### src/hdl/timer16_pkg.sv
package timer16_pkg;

	////////////////////////////////////////////////////////////////////////////////
	// Register map, byte offsets on the plain register port
	localparam logic [7:0] ADDR_CTRL_B_T1 = 8'h4e;
	localparam logic [7:0] ADDR_CTRL_B_T3 = 8'h8a;
	localparam logic [7:0] ADDR_CTRL_A = 8'h00;
	localparam logic [7:0] ADDR_CMP_A_LO = 8'h01;
	localparam logic [7:0] ADDR_CMP_A_HI = 8'h02;
	localparam logic [7:0] ADDR_CAP_LO = 8'h03;
	localparam logic [7:0] ADDR_CAP_HI = 8'h04;
	localparam logic [7:0] ADDR_CNT_LO = 8'h05;
	localparam logic [7:0] ADDR_CNT_HI = 8'h06;
	localparam logic [7:0] ADDR_IRQ_STAT = 8'h07;
	localparam logic [7:0] ADDR_IRQ_MASK = 8'h08;

	////////////////////////////////////////////////////////////////////////////////
	// Field positions
	localparam int CTRL_A_MODE_LSB = 0;
	localparam int CTRL_B_CLK_LSB = 0;
	localparam int CTRL_B_MODE_LSB = 3;
	localparam int CTRL_B_RSVD_BIT = 5;
	localparam int CTRL_B_EDGE_BIT = 6;
	localparam int CTRL_B_FILT_BIT = 7;
	localparam int IRQ_OVF_BIT = 0;
	localparam int IRQ_CAP_BIT = 1;

	////////////////////////////////////////////////////////////////////////////////
	// Reset values and fixed limits
	localparam logic [7:0] CTRL_RESET = 8'h00;
	localparam logic [15:0] CNT_RESET = 16'h0000;
	localparam logic [15:0] TOP_MAX = 16'hffff;
	localparam logic [15:0] TOP_8BIT = 16'h00ff;
	localparam logic [15:0] TOP_9BIT = 16'h01ff;
	localparam logic [15:0] TOP_10BIT = 16'h03ff;
	localparam logic [15:0] BOTTOM = 16'h0000;
	localparam int FILTER_SAMPLES = 4;

	////////////////////////////////////////////////////////////////////////////////
	// Clock source codes
	localparam logic [2:0] CLK_STOP = 3'h0;
	localparam logic [2:0] CLK_DIV1 = 3'h1;
	localparam logic [2:0] CLK_DIV8 = 3'h2;
	localparam logic [2:0] CLK_DIV64 = 3'h3;
	localparam logic [2:0] CLK_DIV256 = 3'h4;
	localparam logic [2:0] CLK_DIV1024 = 3'h5;
	localparam logic [2:0] CLK_EXT_FALL = 3'h6;
	localparam logic [2:0] CLK_EXT_RISE = 3'h7;

	// Where the compare register reloads and where overflow is flagged
	typedef enum {EV_IMMEDIATE, EV_TOP, EV_BOTTOM, EV_MAX} event_point_e;

endpackage : timer16_pkg

### src/hdl/capture_filter.sv
`timescale 1ns/1ps

// Capture pin filter and edge detector
module capture_filter (
	// Clock and reset
	input wire logic clk_sys,
	input wire logic rst,
	// Control
	input wire logic filter_en,
	input wire logic edge_rising,
	input wire logic enable,
	// Pin and event
	input wire logic capture_pin,
	output logic capture_event
);

	typedef struct packed {
		logic [3:0] hist;
		logic filt;
		logic prev;
		logic evt;
	} cf_s;

	cf_s st_r;
	cf_s st_nxt;
	logic cur;

	////////////////////////////////////////////////////////////////////////////////
	// Shift in samples; filtered level moves only on four equal ones
	always_comb begin
		st_nxt = st_r;
		st_nxt.hist = {st_r.hist[2:0], capture_pin};
		if (st_nxt.hist == {timer16_pkg::FILTER_SAMPLES{1'b1}}) begin
			st_nxt.filt = 1'b1;
		end else if (st_nxt.hist == {timer16_pkg::FILTER_SAMPLES{1'b0}}) begin
			st_nxt.filt = 1'b0;
		end
		cur = filter_en ? st_r.filt : st_r.hist[0];
		st_nxt.prev = cur;
		// Edge choice: one rising, zero falling
		st_nxt.evt = enable && (edge_rising ? (cur && !st_r.prev) : (!cur && st_r.prev));
	end

	always_ff @(posedge clk_sys) begin
		if (rst) begin
			st_r <= '0;
		end else begin
			st_r <= st_nxt;
		end
	end

	assign capture_event = st_r.evt;

endmodule : capture_filter

### src/hdl/clock_select.sv
`timescale 1ns/1ps

// Prescaler and external count pin edge detect
module clock_select (
	// Clock and reset
	input wire logic clk_sys,
	input wire logic rst,
	// Control
	input wire logic [2:0] clock_src_sel,
	// External count pin
	input wire logic ext_count_pin,
	// Count tick
	output logic count_tick
);

	typedef struct packed {
		logic [9:0] pre;
		logic [1:0] ext;
		logic tick;
	} cs_s;

	cs_s st_r;
	cs_s st_nxt;

	// Tick when the low bits of the prescaler wrap
	function automatic logic pre_wrap(input logic [9:0] p, input logic [9:0] m);
		pre_wrap = (p & m) == m;
	endfunction : pre_wrap

	////////////////////////////////////////////////////////////////////////////////
	// Pin is sampled regardless of its direction, so software toggling counts
	always_comb begin
		st_nxt = st_r;
		st_nxt.pre = st_r.pre + 10'h001;
		st_nxt.ext = {st_r.ext[0], ext_count_pin};
		case (clock_src_sel)
			timer16_pkg::CLK_STOP: st_nxt.tick = 1'b0;
			timer16_pkg::CLK_DIV1: st_nxt.tick = 1'b1;
			timer16_pkg::CLK_DIV8: st_nxt.tick = pre_wrap(st_r.pre, 10'h007);
			timer16_pkg::CLK_DIV64: st_nxt.tick = pre_wrap(st_r.pre, 10'h03f);
			timer16_pkg::CLK_DIV256: st_nxt.tick = pre_wrap(st_r.pre, 10'h0ff);
			timer16_pkg::CLK_DIV1024: st_nxt.tick = pre_wrap(st_r.pre, 10'h3ff);
			timer16_pkg::CLK_EXT_FALL: st_nxt.tick = st_r.ext[1] && !st_r.ext[0];
			default: st_nxt.tick = !st_r.ext[1] && st_r.ext[0];
		endcase
	end

	always_ff @(posedge clk_sys) begin
		if (rst) begin
			st_r <= '0;
		end else begin
			st_r <= st_nxt;
		end
	end

	assign count_tick = st_r.tick;

endmodule : clock_select

### src/hdl/timer16_mode_capture_clock_select.sv
`timescale 1ns/1ps

// Notes on behaviour
// - The wave mode is two bits of control A below two bits of control B.
// - Mode 0 counts to 0xFFFF, loads compare at once and flags overflow at MAX.
// - Modes 1-3 top at 0x00FF/0x01FF/0x03FF, 10/11 use capture or compare A, reload at TOP, flag at BOTTOM.
// - Mode 4 tops at compare A, mode 12 at capture, immediate load, flag at MAX.
// - Modes 5-7 fixed tops, 14/15 capture or compare A, reload at BOTTOM, flag at TOP.
// - Mode 8 tops at capture, mode 9 at compare A, reload and flag at BOTTOM.
// - With the filter on, the capture level changes only after four equal samples.
// - Edge select zero captures on falling edges, one on rising edges.
// - A capture copies the counter into the capture register and sets the capture flag.
// - Modes using the capture register as TOP ignore the capture pin.
// - Clock code 0 stops, codes 1-5 divide the system clock by 1, 8, 64, 256, 1024.
// - Code 6 counts falling and code 7 rising edges of the external count pin.
// - External edges count even when the pin is an output.
module timer16_mode_capture_clock_select (
	// Clock and reset
	input wire logic clk_sys,
	input wire logic rst,
	// Register port
	input wire logic [7:0] reg_addr,
	input wire logic [7:0] reg_wdata,
	input wire logic reg_wr,
	input wire logic reg_rd,
	output logic [7:0] reg_rdata,
	// Pins
	input wire logic capture_pin,
	input wire logic ext_count_pin,
	// Interrupt and status
	output logic irq,
	output logic overflow_flag,
	output logic capture_flag
);

	typedef struct packed {
		logic [7:0] control_register_a;
		logic [7:0] control_register_b;
		logic [15:0] compare_a_reg;
		logic [15:0] compare_a_buf;
		logic [15:0] capture_reg;
		logic [15:0] count;
		logic down;
		logic [7:0] cmp_hi_tmp;
		logic [1:0] irq_stat;
		logic [1:0] irq_mask;
		logic [7:0] rdata;
		logic irq;
	} top_s;

	top_s st_r;
	top_s st_nxt;
	logic [3:0] wave_mode_sel;
	logic [15:0] top_val;
	logic dual_slope;
	logic cap_is_top;
	timer16_pkg::event_point_e upd_at;
	timer16_pkg::event_point_e ovf_at;
	logic tick;
	logic cap_evt;
	logic at_top;
	logic at_bottom;
	logic ovf_evt;
	logic upd_evt;
	logic [1:0] set_bits;
	logic [1:0] clr_bits;

	////////////////////////////////////////////////////////////////////////////////
	// Mode field assembly
	assign wave_mode_sel = {
		st_r.control_register_b[timer16_pkg::CTRL_B_MODE_LSB +: 2],
		st_r.control_register_a[timer16_pkg::CTRL_A_MODE_LSB +: 2]
	};

	////////////////////////////////////////////////////////////////////////////////
	// Mode table: TOP source, slope, reload and overflow points
	always_comb begin
		top_val = timer16_pkg::TOP_MAX;
		dual_slope = 1'b0;
		cap_is_top = 1'b0;
		upd_at = timer16_pkg::EV_IMMEDIATE;
		ovf_at = timer16_pkg::EV_MAX;
		case (wave_mode_sel)
			4'h0: begin
				top_val = timer16_pkg::TOP_MAX;
			end
			4'h1, 4'h2, 4'h3, 4'ha, 4'hb: begin
				dual_slope = 1'b1;
				upd_at = timer16_pkg::EV_TOP;
				ovf_at = timer16_pkg::EV_BOTTOM;
				if (wave_mode_sel == 4'h1) begin
					top_val = timer16_pkg::TOP_8BIT;
				end else if (wave_mode_sel == 4'h2) begin
					top_val = timer16_pkg::TOP_9BIT;
				end else if (wave_mode_sel == 4'h3) begin
					top_val = timer16_pkg::TOP_10BIT;
				end else if (wave_mode_sel == 4'ha) begin
					top_val = st_r.capture_reg;
					cap_is_top = 1'b1;
				end else begin
					top_val = st_r.compare_a_reg;
				end
			end
			4'h4: begin
				top_val = st_r.compare_a_reg;
			end
			4'hc: begin
				top_val = st_r.capture_reg;
				cap_is_top = 1'b1;
			end
			4'h5, 4'h6, 4'h7, 4'he, 4'hf: begin
				upd_at = timer16_pkg::EV_BOTTOM;
				ovf_at = timer16_pkg::EV_TOP;
				if (wave_mode_sel == 4'h5) begin
					top_val = timer16_pkg::TOP_8BIT;
				end else if (wave_mode_sel == 4'h6) begin
					top_val = timer16_pkg::TOP_9BIT;
				end else if (wave_mode_sel == 4'h7) begin
					top_val = timer16_pkg::TOP_10BIT;
				end else if (wave_mode_sel == 4'he) begin
					top_val = st_r.capture_reg;
					cap_is_top = 1'b1;
				end else begin
					top_val = st_r.compare_a_reg;
				end
			end
			4'h8, 4'h9: begin
				dual_slope = 1'b1;
				upd_at = timer16_pkg::EV_BOTTOM;
				ovf_at = timer16_pkg::EV_BOTTOM;
				if (wave_mode_sel == 4'h8) begin
					top_val = st_r.capture_reg;
					cap_is_top = 1'b1;
				end else begin
					top_val = st_r.compare_a_reg;
				end
			end
			default: begin
				// Mode 13 behaves as normal counting; software avoids it
				top_val = timer16_pkg::TOP_MAX;
			end
		endcase
	end

	////////////////////////////////////////////////////////////////////////////////
	// Count tick source and capture front end
	clock_select u_clock_select (
		.clk_sys(clk_sys),
		.rst(rst),
		.clock_src_sel(st_r.control_register_b[timer16_pkg::CTRL_B_CLK_LSB +: 3]),
		.ext_count_pin(ext_count_pin),
		.count_tick(tick)
	);

	capture_filter u_capture_filter (
		.clk_sys(clk_sys),
		.rst(rst),
		.filter_en(st_r.control_register_b[timer16_pkg::CTRL_B_FILT_BIT]),
		.edge_rising(st_r.control_register_b[timer16_pkg::CTRL_B_EDGE_BIT]),
		.enable(!cap_is_top),
		.capture_pin(capture_pin),
		.capture_event(cap_evt)
	);

	////////////////////////////////////////////////////////////////////////////////
	// Event points on each count tick
	always_comb begin
		at_top = (st_r.count >= top_val);
		at_bottom = (st_r.count == timer16_pkg::BOTTOM);
		ovf_evt = 1'b0;
		upd_evt = 1'b0;
		if (tick) begin
			case (ovf_at)
				timer16_pkg::EV_MAX: ovf_evt = (st_r.count == timer16_pkg::TOP_MAX);
				timer16_pkg::EV_TOP: ovf_evt = at_top;
				timer16_pkg::EV_BOTTOM: ovf_evt = st_r.down && (st_r.count == 16'h0001);
				default: ovf_evt = 1'b0;
			endcase
			case (upd_at)
				timer16_pkg::EV_TOP: upd_evt = dual_slope ? (!st_r.down && at_top) : at_top;
				timer16_pkg::EV_BOTTOM: upd_evt = dual_slope ? at_bottom : at_top;
				default: upd_evt = 1'b0;
			endcase
		end
	end

	////////////////////////////////////////////////////////////////////////////////
	// Next state: counter, registers, interrupt flags, read data
	always_comb begin
		st_nxt = st_r;
		set_bits = '0;
		clr_bits = '0;
		// Counting
		if (tick) begin
			if (dual_slope) begin
				if (!st_r.down && at_top) begin
					st_nxt.down = 1'b1;
					st_nxt.count = st_r.count - 16'h0001;
				end else if (st_r.down && at_bottom) begin
					st_nxt.down = 1'b0;
					st_nxt.count = st_r.count + 16'h0001;
				end else if (st_r.down) begin
					st_nxt.count = st_r.count - 16'h0001;
				end else begin
					st_nxt.count = st_r.count + 16'h0001;
				end
			end else begin
				st_nxt.down = 1'b0;
				st_nxt.count = at_top ? timer16_pkg::BOTTOM : st_r.count + 16'h0001;
			end
		end
		if (upd_evt) begin
			st_nxt.compare_a_reg = st_r.compare_a_buf;
		end
		if (ovf_evt) begin
			set_bits[timer16_pkg::IRQ_OVF_BIT] = 1'b1;
		end
		if (cap_evt) begin
			st_nxt.capture_reg = st_r.count;
			set_bits[timer16_pkg::IRQ_CAP_BIT] = 1'b1;
		end
		// Register writes
		if (reg_wr) begin
			if (reg_addr == timer16_pkg::ADDR_CTRL_A) begin
				st_nxt.control_register_a = reg_wdata;
			end else if (reg_addr == timer16_pkg::ADDR_CTRL_B_T1 ||
					reg_addr == timer16_pkg::ADDR_CTRL_B_T3) begin
				st_nxt.control_register_b = reg_wdata;
				st_nxt.control_register_b[timer16_pkg::CTRL_B_RSVD_BIT] = 1'b0;
			end else if (reg_addr == timer16_pkg::ADDR_CMP_A_HI) begin
				st_nxt.cmp_hi_tmp = reg_wdata;
			end else if (reg_addr == timer16_pkg::ADDR_CMP_A_LO) begin
				st_nxt.compare_a_buf = {st_r.cmp_hi_tmp, reg_wdata};
				if (upd_at == timer16_pkg::EV_IMMEDIATE) begin
					st_nxt.compare_a_reg = {st_r.cmp_hi_tmp, reg_wdata};
				end
			end else if (reg_addr == timer16_pkg::ADDR_CNT_LO) begin
				st_nxt.count = {st_r.count[15:8], reg_wdata};
			end else if (reg_addr == timer16_pkg::ADDR_CNT_HI) begin
				st_nxt.count = {reg_wdata, st_r.count[7:0]};
			end else if (reg_addr == timer16_pkg::ADDR_IRQ_STAT) begin
				clr_bits = reg_wdata[1:0];
			end else if (reg_addr == timer16_pkg::ADDR_IRQ_MASK) begin
				st_nxt.irq_mask = reg_wdata[1:0];
			end
		end
		// Set wins over a simultaneous write-one clear
		st_nxt.irq_stat = (st_r.irq_stat & ~clr_bits) | set_bits;
		st_nxt.irq = |(st_nxt.irq_stat & st_nxt.irq_mask);
		// Read data, valid the cycle after the strobe
		st_nxt.rdata = 8'h00;
		if (reg_rd) begin
			if (reg_addr == timer16_pkg::ADDR_CTRL_A) begin
				st_nxt.rdata = st_r.control_register_a;
			end else if (reg_addr == timer16_pkg::ADDR_CTRL_B_T1 ||
					reg_addr == timer16_pkg::ADDR_CTRL_B_T3) begin
				st_nxt.rdata = st_r.control_register_b;
			end else if (reg_addr == timer16_pkg::ADDR_CMP_A_LO) begin
				st_nxt.rdata = st_r.compare_a_reg[7:0];
			end else if (reg_addr == timer16_pkg::ADDR_CMP_A_HI) begin
				st_nxt.rdata = st_r.compare_a_reg[15:8];
			end else if (reg_addr == timer16_pkg::ADDR_CAP_LO) begin
				st_nxt.rdata = st_r.capture_reg[7:0];
			end else if (reg_addr == timer16_pkg::ADDR_CAP_HI) begin
				st_nxt.rdata = st_r.capture_reg[15:8];
			end else if (reg_addr == timer16_pkg::ADDR_CNT_LO) begin
				st_nxt.rdata = st_r.count[7:0];
			end else if (reg_addr == timer16_pkg::ADDR_CNT_HI) begin
				st_nxt.rdata = st_r.count[15:8];
			end else if (reg_addr == timer16_pkg::ADDR_IRQ_STAT) begin
				st_nxt.rdata = {6'h00, st_r.irq_stat};
			end else if (reg_addr == timer16_pkg::ADDR_IRQ_MASK) begin
				st_nxt.rdata = {6'h00, st_r.irq_mask};
			end
		end
	end

	////////////////////////////////////////////////////////////////////////////////
	// State register
	always_ff @(posedge clk_sys) begin
		if (rst) begin
			st_r <= '0;
		end else begin
			st_r <= st_nxt;
		end
	end

	assign reg_rdata = st_r.rdata;
	assign irq = st_r.irq;
	assign overflow_flag = st_r.irq_stat[timer16_pkg::IRQ_OVF_BIT];
	assign capture_flag = st_r.irq_stat[timer16_pkg::IRQ_CAP_BIT];

endmodule : timer16_mode_capture_clock_select

### config.mk
export PLATFORM = sky130hd
export DESIGN_NAME = timer16_mode_capture_clock_select
export DESIGN_NICKNAME = d
export VERILOG_FILES = /design/src/hdl/timer16_pkg.sv /design/src/hdl/capture_filter.sv /design/src/hdl/clock_select.sv /design/src/hdl/timer16_mode_capture_clock_select.sv
export SDC_FILE = /design/constraint.sdc
export NUM_CORES = 1
export LEC_CHECK = 0
export BUFFER_PORTS_ARGS = -buffer_cell sky130_fd_sc_hd__buf_2
export CAP_MARGIN = 0
export CORE_MARGIN = 10
export CORE_UTILIZATION = 40
export DETAILED_ROUTE_END_ITERATION = 7
export HOLD_SLACK_MARGIN = 0.12
export PLACE_DENSITY_LB_ADDON = 0.12
export SYNTH_ARGS = -nofsm -noshare
export SYNTH_HDL_FRONTEND = slang
export SYNTH_SLANG_ARGS = --single-unit
export TNS_END_PERCENT = 5
### constraint.sdc
create_clock -name clk_sys -period 3.76 [get_ports clk_sys]
set_input_delay 0.564 -clock clk_sys [delete_from_list [all_inputs] [get_ports clk_sys]]
set_output_delay 0.564 -clock clk_sys [all_outputs]
set_load 0.01 [all_outputs]
# Yosys cells after proc, flatten, opt, wreduce, memory -nomap -nowiden
# Index checks and enable logic that the tools add are counted.
# word_totals
ff_bits,120
latchBits,0
mem_bits_rw,0
romBits,0
inputBits,22
out_inout_bits,11
memories,0
# op_classes
add_sub_neg,3
multipliers,0
div_mod_pow,0
magnitude_cmp,1
eq_ne,45
shifts,0
mux,84
bitwise_logic,8
n_reduce_logical,33
# op_table
op,n
$mux W16,21
$mux W32,5
$eq A32 B2 Y1 const B,3
$pmux W16 S5,1
$eq A32 B1 Y1 const B,2
$mux W8,8
$mux W17,3
$mux W2,19
$eq A4 B4 Y1 const B,8
$eq A8 B3 Y1 const B,4
$logic_not A32 Y1,1
$mux W1,21
$add A16 B1 Y16 const B,1
$eq A16 B1 Y1 const B,1
$eq A16 B16 Y1 const B,1
$eq A4 B3 Y1 const B,4
$eq A8 B2 Y1 const B,2
$eq A8 B8 Y1 const B,2
$ge A16 B16 Y1,1
$logic_not A16 Y1,1
$sub A16 B1 Y16 const B,1
$reduce_or A7 Y1,2
$eq A3 B3 Y1 const B,4
$add A10 B1 Y10 const B,1
34 further kinds,57

# Logic depth before layout (Yosys ltp)
# Gate-level depths: netlist of the first run.
# logic_depth
depth_word,18
mapped_depth,16
mapped_depth_nobuf,14

# Hierarchy
# A second synthesis of the first run with hierarchy kept.
# unflattened
hier_cells,971
area_unflattened_um2,7647.3
# modules_own_cells
mod,n_inst,cells_per_inst,area_per_inst_um2
timer16_mode_capture_clock_select,1,893,6876.6
clock_select,1,61,566.8
capture_filter,1,17,203.9

# Worst setup path before layout of the first run
# No wires, ideal clock.
# synth_path
kind,register to register
start,register st_r[89] (netlist name)
end,register st_r[27] (netlist name)
setup_ns,0.134
arrival_time_ns,3.259
setup_slack_ns,0.367
stages_incl_launch_ff,15
n_path_buf,2
period_less_slack_ns,3.393
path_cell_list,dfxtp_1 nor2b_1 clkbuf_1 clkbuf_1 nor2_1 o22a_1 ha_1 a211oi_1 o211ai_1 a221oi_1 o21ai_1 o21ai_0 mux2i_1 mux2i_1 a211oi_1
# synth_between
elab_chain_cells,18
elab_cells_between_ends,42
# synth_lines
item,line,source
from (decl),timer16_mode_capture_clock_select.sv:51,top_s st_r;
from (signal assigned),timer16_mode_capture_clock_select.sv:284,st_r <= st_nxt;
"$eq A4 B4 Y1, on equally long branches","timer16_mode_capture_clock_select.sv:83, timer16_mode_capture_clock_select.sv:120, timer16_mode_capture_clock_select.sv:97",
"$mux W16, on equally long branches","timer16_mode_capture_clock_select.sv:120, timer16_mode_capture_clock_select.sv:97",
"$mux W16, on equally long branches","timer16_mode_capture_clock_select.sv:118, timer16_mode_capture_clock_select.sv:95",
"$mux W16, on equally long branches","timer16_mode_capture_clock_select.sv:116, timer16_mode_capture_clock_select.sv:93",
"$mux W16, on equally long branches","timer16_mode_capture_clock_select.sv:114, timer16_mode_capture_clock_select.sv:91",
$pmux W16 S5,timer16_mode_capture_clock_select.sv:83,case (wave_mode_sel)
$ge A16 B16 Y1,timer16_mode_capture_clock_select.sv:168,at_top = (st_r.count >= top_val);
$logic_and A1 B1 Y1,timer16_mode_capture_clock_select.sv:196,if (!st_r.down && at_top) begin
[... 2 more ...],-,
$mux W17 (*),timer16_mode_capture_clock_select.sv:194,if (tick) begin
$mux W16,timer16_mode_capture_clock_select.sv:239,end else if (reg_addr == timer16_pkg::ADDR_CNT_HI) begin
$mux W16,timer16_mode_capture_clock_select.sv:237,end else if (reg_addr == timer16_pkg::ADDR_CNT_LO) begin
$mux W16,timer16_mode_capture_clock_select.sv:232,end else if (reg_addr == timer16_pkg::ADDR_CMP_A_LO) begin
$mux W16,timer16_mode_capture_clock_select.sv:230,end else if (reg_addr == timer16_pkg::ADDR_CMP_A_HI) begin
$mux W16,timer16_mode_capture_clock_select.sv:226,end else if (reg_addr == timer16_pkg::ADDR_CTRL_B_T1 ||
$mux W16,timer16_mode_capture_clock_select.sv:224,if (reg_addr == timer16_pkg::ADDR_CTRL_A) begin
$mux W16 (*),timer16_mode_capture_clock_select.sv:223,if (reg_wr) begin
# Every way passes the cells marked *; elsewhere a longest branch is shown, timed or not. The select of a mux whose other input is x is not followed.
# A chain may end at the register's enable or synchronous reset.

# Worst setup path in the final report of the first run
# layout_path
start,register st_r[90] (netlist name)
end,register st_r[26] (netlist name)
# Same word-level chain as after synthesis.

==> impl_metrics.prom, run 1 <==
# TYPE chip_impl_metric gauge
chip_impl_metric{name="path_max_fanout",unit=""} 10
chip_impl_metric{name="floorplan.core_area",unit="mm²"} 0.0175
chip_impl_metric{name="post_route_cells_drive_above_1_share",unit="%"} 13.1
chip_impl_metric{name="finalSetupViolations",unit=""} 0
chip_impl_metric{name="rows",unit=""} 48
chip_impl_metric{name="die_area",unit="mm²"} 0.0238
chip_impl_metric{name="chipWidth",unit="µm"} 154
chip_impl_metric{name="vias_in_the_first_global_route",unit=""} 6577
chip_impl_metric{name="n_antenna_cell",unit=""} 0
chip_impl_metric{name="worst_ir_drop_vdd",unit="mV"} 0.319
chip_impl_metric{name="detail_route.wl_per_cell",unit="µm"} 21.0
chip_impl_info{name="clock-root-buffer",value="clkbuf_16"} 1
chip_impl_metric{name="period_utilisation_layout",unit="%"} 93.1
chip_impl_metric{name="antenna_left",unit=""} 0
chip_impl_metric{name="finalHoldViolations",unit=""} 0
chip_impl_info{name="timing.critical_path.to_type",value="flop"} 1
chip_impl_metric{name="synth.yosys.seq_area_share",unit="%"} 33.4
chip_impl_metric{name="clock_tree_sinks",unit=""} 120
chip_impl_metric{name="min_path_cells",unit=""} 2
chip_impl_metric{name="first_pass_iters",unit=""} 6
chip_impl_metric{name="timing.max_slew.rel_slack",unit="%"} 25.7
chip_impl_metric{name="largest_net_degree_at_the_start_of_global_routing",unit=""} 83
chip_impl_metric{name="placed_area",unit="mm²"} 0.00754
chip_impl_metric{name="design_area",unit="mm²"} 0.00819
chip_impl_info{name="holdCritPathClass",value="input port to flop"} 1
chip_impl_info{name="timing.critical_path.from_type",value="flop"} 1
chip_impl_metric{name="dp_cells",unit=""} 1124
chip_impl_metric{name="leakagePower",unit="nW"} 3.17
chip_impl_metric{name="synth_enable_flop_cells",unit=""} 0
chip_impl_metric{name="route.vias.total",unit=""} 6827
chip_impl_metric{name="cts.clk_slew.worst_paths",unit="ns"} 0.06
chip_impl_metric{name="gpl.final_weighted_congestion",unit=""} 0.892
chip_impl_metric{name="netlist_area",unit="mm²"} 0.00720
chip_impl_metric{name="final_total_negative_setup_slack",unit="ns"} 0
chip_impl_metric{name="drc_marker_count_from_the_first_detailed_route_iteration",unit=""} 655
chip_impl_metric{name="average_footprint_of_a_synthesized_cell",unit="µm²"} 7.88
chip_impl_metric{name="drc",unit=""} 0
chip_impl_metric{name="max_clock_freq",unit="GHz"} 0.286
chip_impl_metric{name="worstSkewPairLatency",unit="ns"} 0.43
chip_impl_info{name="tritoncts",value="done"} 1
chip_impl_metric{name="finalWirelength",unit="µm"} 24300
chip_impl_metric{name="port-buffer-count",unit=""} 32
chip_impl_metric{name="via_per_inst",unit=""} 5.91
chip_impl_metric{name="worst_clock_skew",unit="ns"} 0.00964
chip_impl_metric{name="cts_setup_buffers",unit=""} 0
chip_impl_metric{name="timing.final.max_slew_violations",unit=""} 0
chip_impl_metric{name="async_reset_ff_share",unit="%"} 0
chip_impl_metric{name="design.final.nets",unit=""} 967
chip_impl_metric{name="timing.reg2reg.worst_path_depth",unit=""} 12
chip_impl_metric{name="yosys_register_bits",unit=""} 120
chip_impl_metric{name="powerDensity",unit="mW/mm²"} 409
chip_impl_metric{name="overflow",unit=""} 0
chip_impl_metric{name="cap_violations",unit=""} 0
chip_impl_metric{name="max-clock-path-buffers",unit=""} 2
chip_impl_metric{name="worst_pin_slew",unit="ns"} 1.11
chip_impl_metric{name="synth_cell_type_count",unit=""} 70
chip_impl_metric{name="antenna_violations_before_repair",unit=""} 0
chip_impl_metric{name="dpl.hpwl",unit="µm"} 17000
chip_impl_metric{name="start_util",unit="%"} 41.2
chip_impl_info{name="unrepaired_setup_endpoints_after_global_routing",value="no"} 1
chip_impl_metric{name="pin_count",unit=""} 33
chip_impl_metric{name="final_period_minus_worst_setup_slack",unit="ns"} 3.50
chip_impl_info{name="synthFlopType",value="dfxtp_1"} 1
chip_impl_info{name="result_of_the_run",value="complete, no violations"} 1
chip_impl_metric{name="die_height",unit="µm"} 154
chip_impl_info{name="mostFrequentLayoutCell",value="dfxtp_1"} 1
chip_impl_metric{name="ys_warn_count",unit=""} 0
chip_impl_metric{name="post_synth_inst_count",unit=""} 914
chip_impl_metric{name="htree_num_levels",unit=""} 4
chip_impl_metric{name="synth_fp_nets",unit=""} 963
chip_impl_info{name="criticalPathCategory",value="flop to flop"} 1
chip_impl_info{name="most-common-layout-cells",value="dfxtp_1 (120), nor2_1 (118), nand2_1 (93)"} 1
chip_impl_metric{name="critPathRequiredTime",unit="ns"} 4.07
chip_impl_metric{name="final-instance-count-excl-fill",unit=""} 1156
chip_impl_metric{name="cp.arrival",unit="ns"} 3.82
chip_impl_metric{name="grt_pass1_wl",unit="µm"} 38000
chip_impl_metric{name="cts_buffers",unit=""} 17
chip_impl_metric{name="area_growth_syn_to_layout",unit="%"} 13.8
chip_impl_metric{name="gr-usage-all-layers",unit="%"} 20.0
[logic make-up after synthesis]
logic type / share of synthesized area [%]
and+or+nand+nor: 22.1
adders and majority gates: 4.69
AOI/OAI and AO/OA: 22.5
muxes: 8.73
xor gates and xnor gates: 1.34
DFF: 33.4
buffers and inverters: 7.30
[worst paths after layout]
| path | startpoint | endpoint | slack (ns) |
|---|---|---|---|
| hold / removal | ext_count_pin | u_clock_select.st_nxt[2]$_SDFF_PP0_ | 0.37 |
| setup / recovery | st_r[90]$_SDFFE_PP0P_ | st_r[26]$_SDFFE_PP0P_ | 0.26 |
| setup reg to reg | st_r[90]$_SDFFE_PP0P_ | st_r[26]$_SDFFE_PP0P_ | 0.26 |
| hold reg to reg | st_r[62]$_SDFFE_PP0P_ | st_r[62]$_SDFFE_PP0P_ | 0.45 |
[synthesized netlist by cell type, drive strengths merged (14+ instances only)]
cell type / count / area (µm²)
clkbuf: 55 / 208
a211oi: 35 / 263
buf: 33 / 213
mux2i: 57 / 583
nor3: 23 / 115
nand3: 35 / 180
ha: 27 / 338
inv: 27 / 101
o21ai: 28 / 140
a221oi: 22 / 193
a21oi: 73 / 365
nor2: 120 / 460
nand2: 94 / 355
o22ai: 21 / 131
dfxtp: 120 / 2400
and3: 14 / 87.6
[through the flow]
stage | total power [mW] | util (%) | hold slack, ns | worst slack [ns]
2_1_floorplan | 1.47 | - | 0.426 | 0.367
3_3_place_gp | 1.55 | 43.2 | 0.439 | 0.374
3_5_place_dp | 1.55 | 43.2 | 0.443 | 0.335
4_1_cts | 3.36 | 46.8 | 0.351 | 0.262
5_1_grt | 3.44 | 46.9 | 0.372 | 0.0194
6_report | 3.35 | 46.9 | 0.369 | 0.258
[where the power goes]
part	internal, mW	total (mW)	switching (mW)	leakage, nW
sequential	1.28	1.30	0.0206	0.969
combinational	0.0701	0.224	0.154	1.89
clock	1.20	1.82	0.626	0.312
[worst max-delay path: stages, from the launching register on]
cell      delay (ns)
dfxtp_1         0.54
nand2_1         0.26
o22a_1          0.24
ha_1            0.31
a211oi_1        0.27
o211ai_1        0.13
a221oi_1        0.35
o21ai_1         0.18
buf_4           0.20
o21ai_0         0.32
mux2i_1         0.30
mux2i_1         0.20
o21ai_0         0.09
[area by class of cell]
type,count,area (µm²)
Inverter,28,105
Timing Repair Buffer,73,483
Fill cell,1784,9290
Multi-Input combinational cell,678,4270
Tap cell,225,282
Clock inverter,11,194
Clock buffer,21,450
Sequential cell,120,2400
[what timing repair did]
action,4_1_cts,5_1_grt
setup endpoints to repair,0,2
gates resized for setup,0,1
hold buffers,0,0
[sequential cells by signal, summed over array words and instances (netlist names)]
name	cells
capture_flag	1
irq	1
overflow_flag	1
reg_rdata	8
st_r	90
u_capture_filter.capture_event	1
u_capture_filter.st_nxt	3
u_capture_filter.st_r	2
u_clock_select.count_tick	1
u_clock_select.st_nxt	1
u_clock_select.st_r	11
[metal layers]
metal  GRT usage (%)  up-vias  part of all wire [%]
met5               0        -                     0
met4            8.59        0                   3.7
met3            4.32       52                   6.7
met2            30.3      238                    45
met1            26.7     3236                    45
li1                -     3301                     -
(Power assumes the default switching activity.)
==> run 2: changes to the inputs <==
- CORE_UTILIZATION: 40 -> 62
- CTS_CLUSTER_DIAMETER: not set -> 100
- RECOVER_POWER: not set -> 100
==> run 2 against run 1 <==
  * Clock skew up 0.0053 ns
  * Sequential cell count unchanged
  * Sequential share of layout area up 0.88 points
  * Worst hold slack better by 0.0051 ns
  * Cell area down 2.9%
  * Critical path type unchanged
  * Count of clock-buffer cells in the layout down 1
  * Clock power down 6%
  * Fmax down 1.2%
  * Sequential power about the same
==> impl_metrics.prom, run 2 (synthesis gave the netlist of run 1 again) <==
# TYPE chip_impl_metric gauge
chip_impl_info{name="result_of_the_run",value="complete, no violations"} 1
chip_impl_metric{name="die_height",unit="µm"} 128
chip_impl_metric{name="drc",unit=""} 0
chip_impl_metric{name="grt_pass1_wl",unit="µm"} 36500
chip_impl_metric{name="die_area",unit="mm²"} 0.0163
chip_impl_metric{name="rows",unit=""} 39
chip_impl_metric{name="cts_hold_repair.buffers",unit=""} 0
chip_impl_metric{name="cap_violations",unit=""} 0
chip_impl_metric{name="post_route_cells_drive_above_1_share",unit="%"} 9.89
chip_impl_metric{name="timing.max_slew.rel_slack",unit="%"} 14.8
chip_impl_metric{name="crit_buf_inv",unit=""} 2
chip_impl_info{name="worst_hold_startpoint",value="capture_pin"} 1
chip_impl_info{name="clock-root-buffer",value="clkbuf_16"} 1
chip_impl_info{name="top_register",value="st_r"} 1
chip_impl_metric{name="cts.clk_slew.worst_paths",unit="ns"} 0.05
chip_impl_metric{name="area_growth_syn_to_layout",unit="%"} 10.5
chip_impl_metric{name="design.final.nets",unit=""} 960
chip_impl_metric{name="start_util",unit="%"} 63.3
chip_impl_metric{name="finalSetupViolations",unit=""} 0
chip_impl_metric{name="max_clock_freq",unit="GHz"} 0.282
chip_impl_metric{name="final-instance-count-excl-fill",unit=""} 1063
chip_impl_metric{name="finalHoldViolations",unit=""} 0
chip_impl_info{name="most-common-layout-cells",value="dfxtp_1 (120), nor2_1 (118), nand2_1 (93)"} 1
chip_impl_metric{name="first_pass_iters",unit=""} 6
chip_impl_metric{name="tightest_hold_margin",unit="ns"} 0.374
chip_impl_metric{name="antenna_violations_before_repair",unit=""} 0
chip_impl_metric{name="finalWirelength",unit="µm"} 23200
chip_impl_info{name="slowest_stage",value="a221oi_1"} 1
chip_impl_info{name="holdCritPathClass",value="input port to flop"} 1
chip_impl_info{name="criticalPathCategory",value="flop to flop"} 1
chip_impl_metric{name="critPathRequiredTime",unit="ns"} 4.02
chip_impl_info{name="unrepaired_setup_endpoints_after_global_routing",value="no"} 1
chip_impl_metric{name="antenna_left",unit=""} 0
chip_impl_info{name="critical_path.cell_chain",value="buf_4 > a211oi_1 > a21oi_1 > o22a_1 > ha_1 > a211oi_1 > o211ai_1 > a221oi_1 > o21ai_1 > o211ai_1 > buf_4 > nor2_1 > a221oi_1 > o22ai_1"} 1
chip_impl_metric{name="flip_flop_count_of_the_largest_register_after_layout",unit=""} 90
chip_impl_metric{name="powerDensity",unit="mW/mm²"} 407
chip_impl_metric{name="dpl.hpwl",unit="µm"} 16100
chip_impl_metric{name="dp_cells",unit=""} 1035
chip_impl_metric{name="worst_pin_slew",unit="ns"} 1.28
chip_impl_metric{name="max_incr_delay_on_cp",unit="ns"} 0.39
chip_impl_metric{name="chipWidth",unit="µm"} 128
chip_impl_metric{name="cp.arrival",unit="ns"} 3.80
chip_impl_metric{name="port-buffer-count",unit=""} 32
chip_impl_metric{name="final_util",unit="%"} 69.9
chip_impl_metric{name="vias_in_the_first_global_route",unit=""} 6849
chip_impl_metric{name="final_period_minus_worst_setup_slack",unit="ns"} 3.54
chip_impl_metric{name="timing.final.max_slew_violations",unit=""} 0
chip_impl_metric{name="route.vias.total",unit=""} 7220
chip_impl_info{name="critical_path.top_delay_family",value="compound AO/OA/AOI/OAI gates"} 1
chip_impl_metric{name="worst_ir_drop_vdd",unit="mV"} 0.392
chip_impl_metric{name="pin_count",unit=""} 33
chip_impl_metric{name="drc_marker_count_from_the_first_detailed_route_iteration",unit=""} 1114
chip_impl_metric{name="gpl.final_weighted_congestion",unit=""} 0.958
chip_impl_info{name="timing.critical_path.from_type",value="flop"} 1
chip_impl_metric{name="floorplan.core_area",unit="mm²"} 0.0114
chip_impl_metric{name="period_utilisation_layout",unit="%"} 94.3
chip_impl_metric{name="via_per_inst",unit=""} 6.79
chip_impl_metric{name="leakagePower",unit="nW"} 3.05
chip_impl_info{name="mostFrequentLayoutCell",value="dfxtp_1"} 1
chip_impl_metric{name="largest_net_degree_at_the_start_of_global_routing",unit=""} 88
chip_impl_info{name="timing.critical_path.to_type",value="flop"} 1
chip_impl_metric{name="ctsResizeCount",unit=""} 0
chip_impl_metric{name="final_total_negative_setup_slack",unit="ns"} 0
chip_impl_metric{name="cts_buffers",unit=""} 17
chip_impl_info{name="critical_path.reg2reg.startpoint",value="st_r[89]$_SDFFE_PP0P_"} 1
chip_impl_metric{name="path_max_fanout",unit=""} 15
chip_impl_metric{name="n_antenna_cell",unit=""} 0
chip_impl_info{name="tritoncts",value="done"} 1
chip_impl_metric{name="clock_tree_sinks",unit=""} 120
chip_impl_metric{name="worst_clock_skew",unit="ns"} 0.0149
chip_impl_metric{name="worstSkewPairLatency",unit="ns"} 0.42
chip_impl_metric{name="max-clock-path-buffers",unit=""} 2
chip_impl_info{name="worst_setup_path_startpoint",value="st_r[89]$_SDFFE_PP0P_"} 1
chip_impl_metric{name="overflow",unit=""} 0
chip_impl_metric{name="cts_setup_buffers",unit=""} 0
chip_impl_metric{name="htree_num_levels",unit=""} 4
chip_impl_metric{name="gr-usage-all-layers",unit="%"} 28.0
chip_impl_metric{name="detail_route.wl_per_cell",unit="µm"} 21.9
## run 2: cell type report
| cell class | count | area [µm²] |
|---|---|---|
| Inverter | 28 | 105 |
| Tap cell | 143 | 179 |
| Timing Repair Buffer | 66 | 395 |
| Multi-Input combinational cell | 678 | 4260 |
| Sequential cell | 120 | 2400 |
| Fill cell | 938 | 3420 |
| Clock inverter | 8 | 148 |
| Clock buffer | 20 | 467 |
## run 2: routing by layer
| metal | up-vias | share of wire [%] | track usage [%] |
|---|---|---|---|
| li1 | 3287 | - | - |
| met1 | 3358 | 39 | 34.5 |
| met2 | 469 | 46 | 43.5 |
| met3 | 106 | 9.3 | 6.99 |
| met4 | 0 | 5.2 | 16.0 |
| met5 | - | 0 | 0 |
## run 2: through the flow
step | instance area, µm² | power [mW] | setup slack (ns)
floorplan | 7200 | 1.47 | 0.367
global placement | 7390 | 1.54 | 0.399
detailed placement | 7390 | 1.54 | 0.332
CTS | 8000 | 3.24 | 0.308
global route | 7950 | 3.31 | 0.0111
finish | 7950 | 3.23 | 0.216
## run 2: report_power, final
part           internal [mW]  switching (mW)
Combinational         0.0668           0.148
Sequential              1.29          0.0225
Clock                   1.14           0.565
Total                   2.50           0.736
## run 2: worst register-to-register path: stages, from the launching register on
cell,delay [ns]
dfxtp_1,0.31
buf_4,0.19
a211oi_1,0.20
a21oi_1,0.07
o22a_1,0.24
ha_1,0.32
a211oi_1,0.26
o211ai_1,0.12
a221oi_1,0.39
o21ai_1,0.18
o211ai_1,0.20
buf_4,0.26
nor2_1,0.16
a221oi_1,0.35
o22ai_1,0.14
## run 2: worst paths after layout
check,to,cells past startpoint,slack (ns)
setup / recovery,st_r[33]$_SDFFE_PP0P_,14,0.22
hold / removal,u_capture_filter.st_nxt[4]$_SDFF_PP0_,2,0.37
setup reg to reg,st_r[33]$_SDFFE_PP0P_,14,0.22
hold reg to reg,st_r[56]$_SDFFE_PP0P_,2,0.45
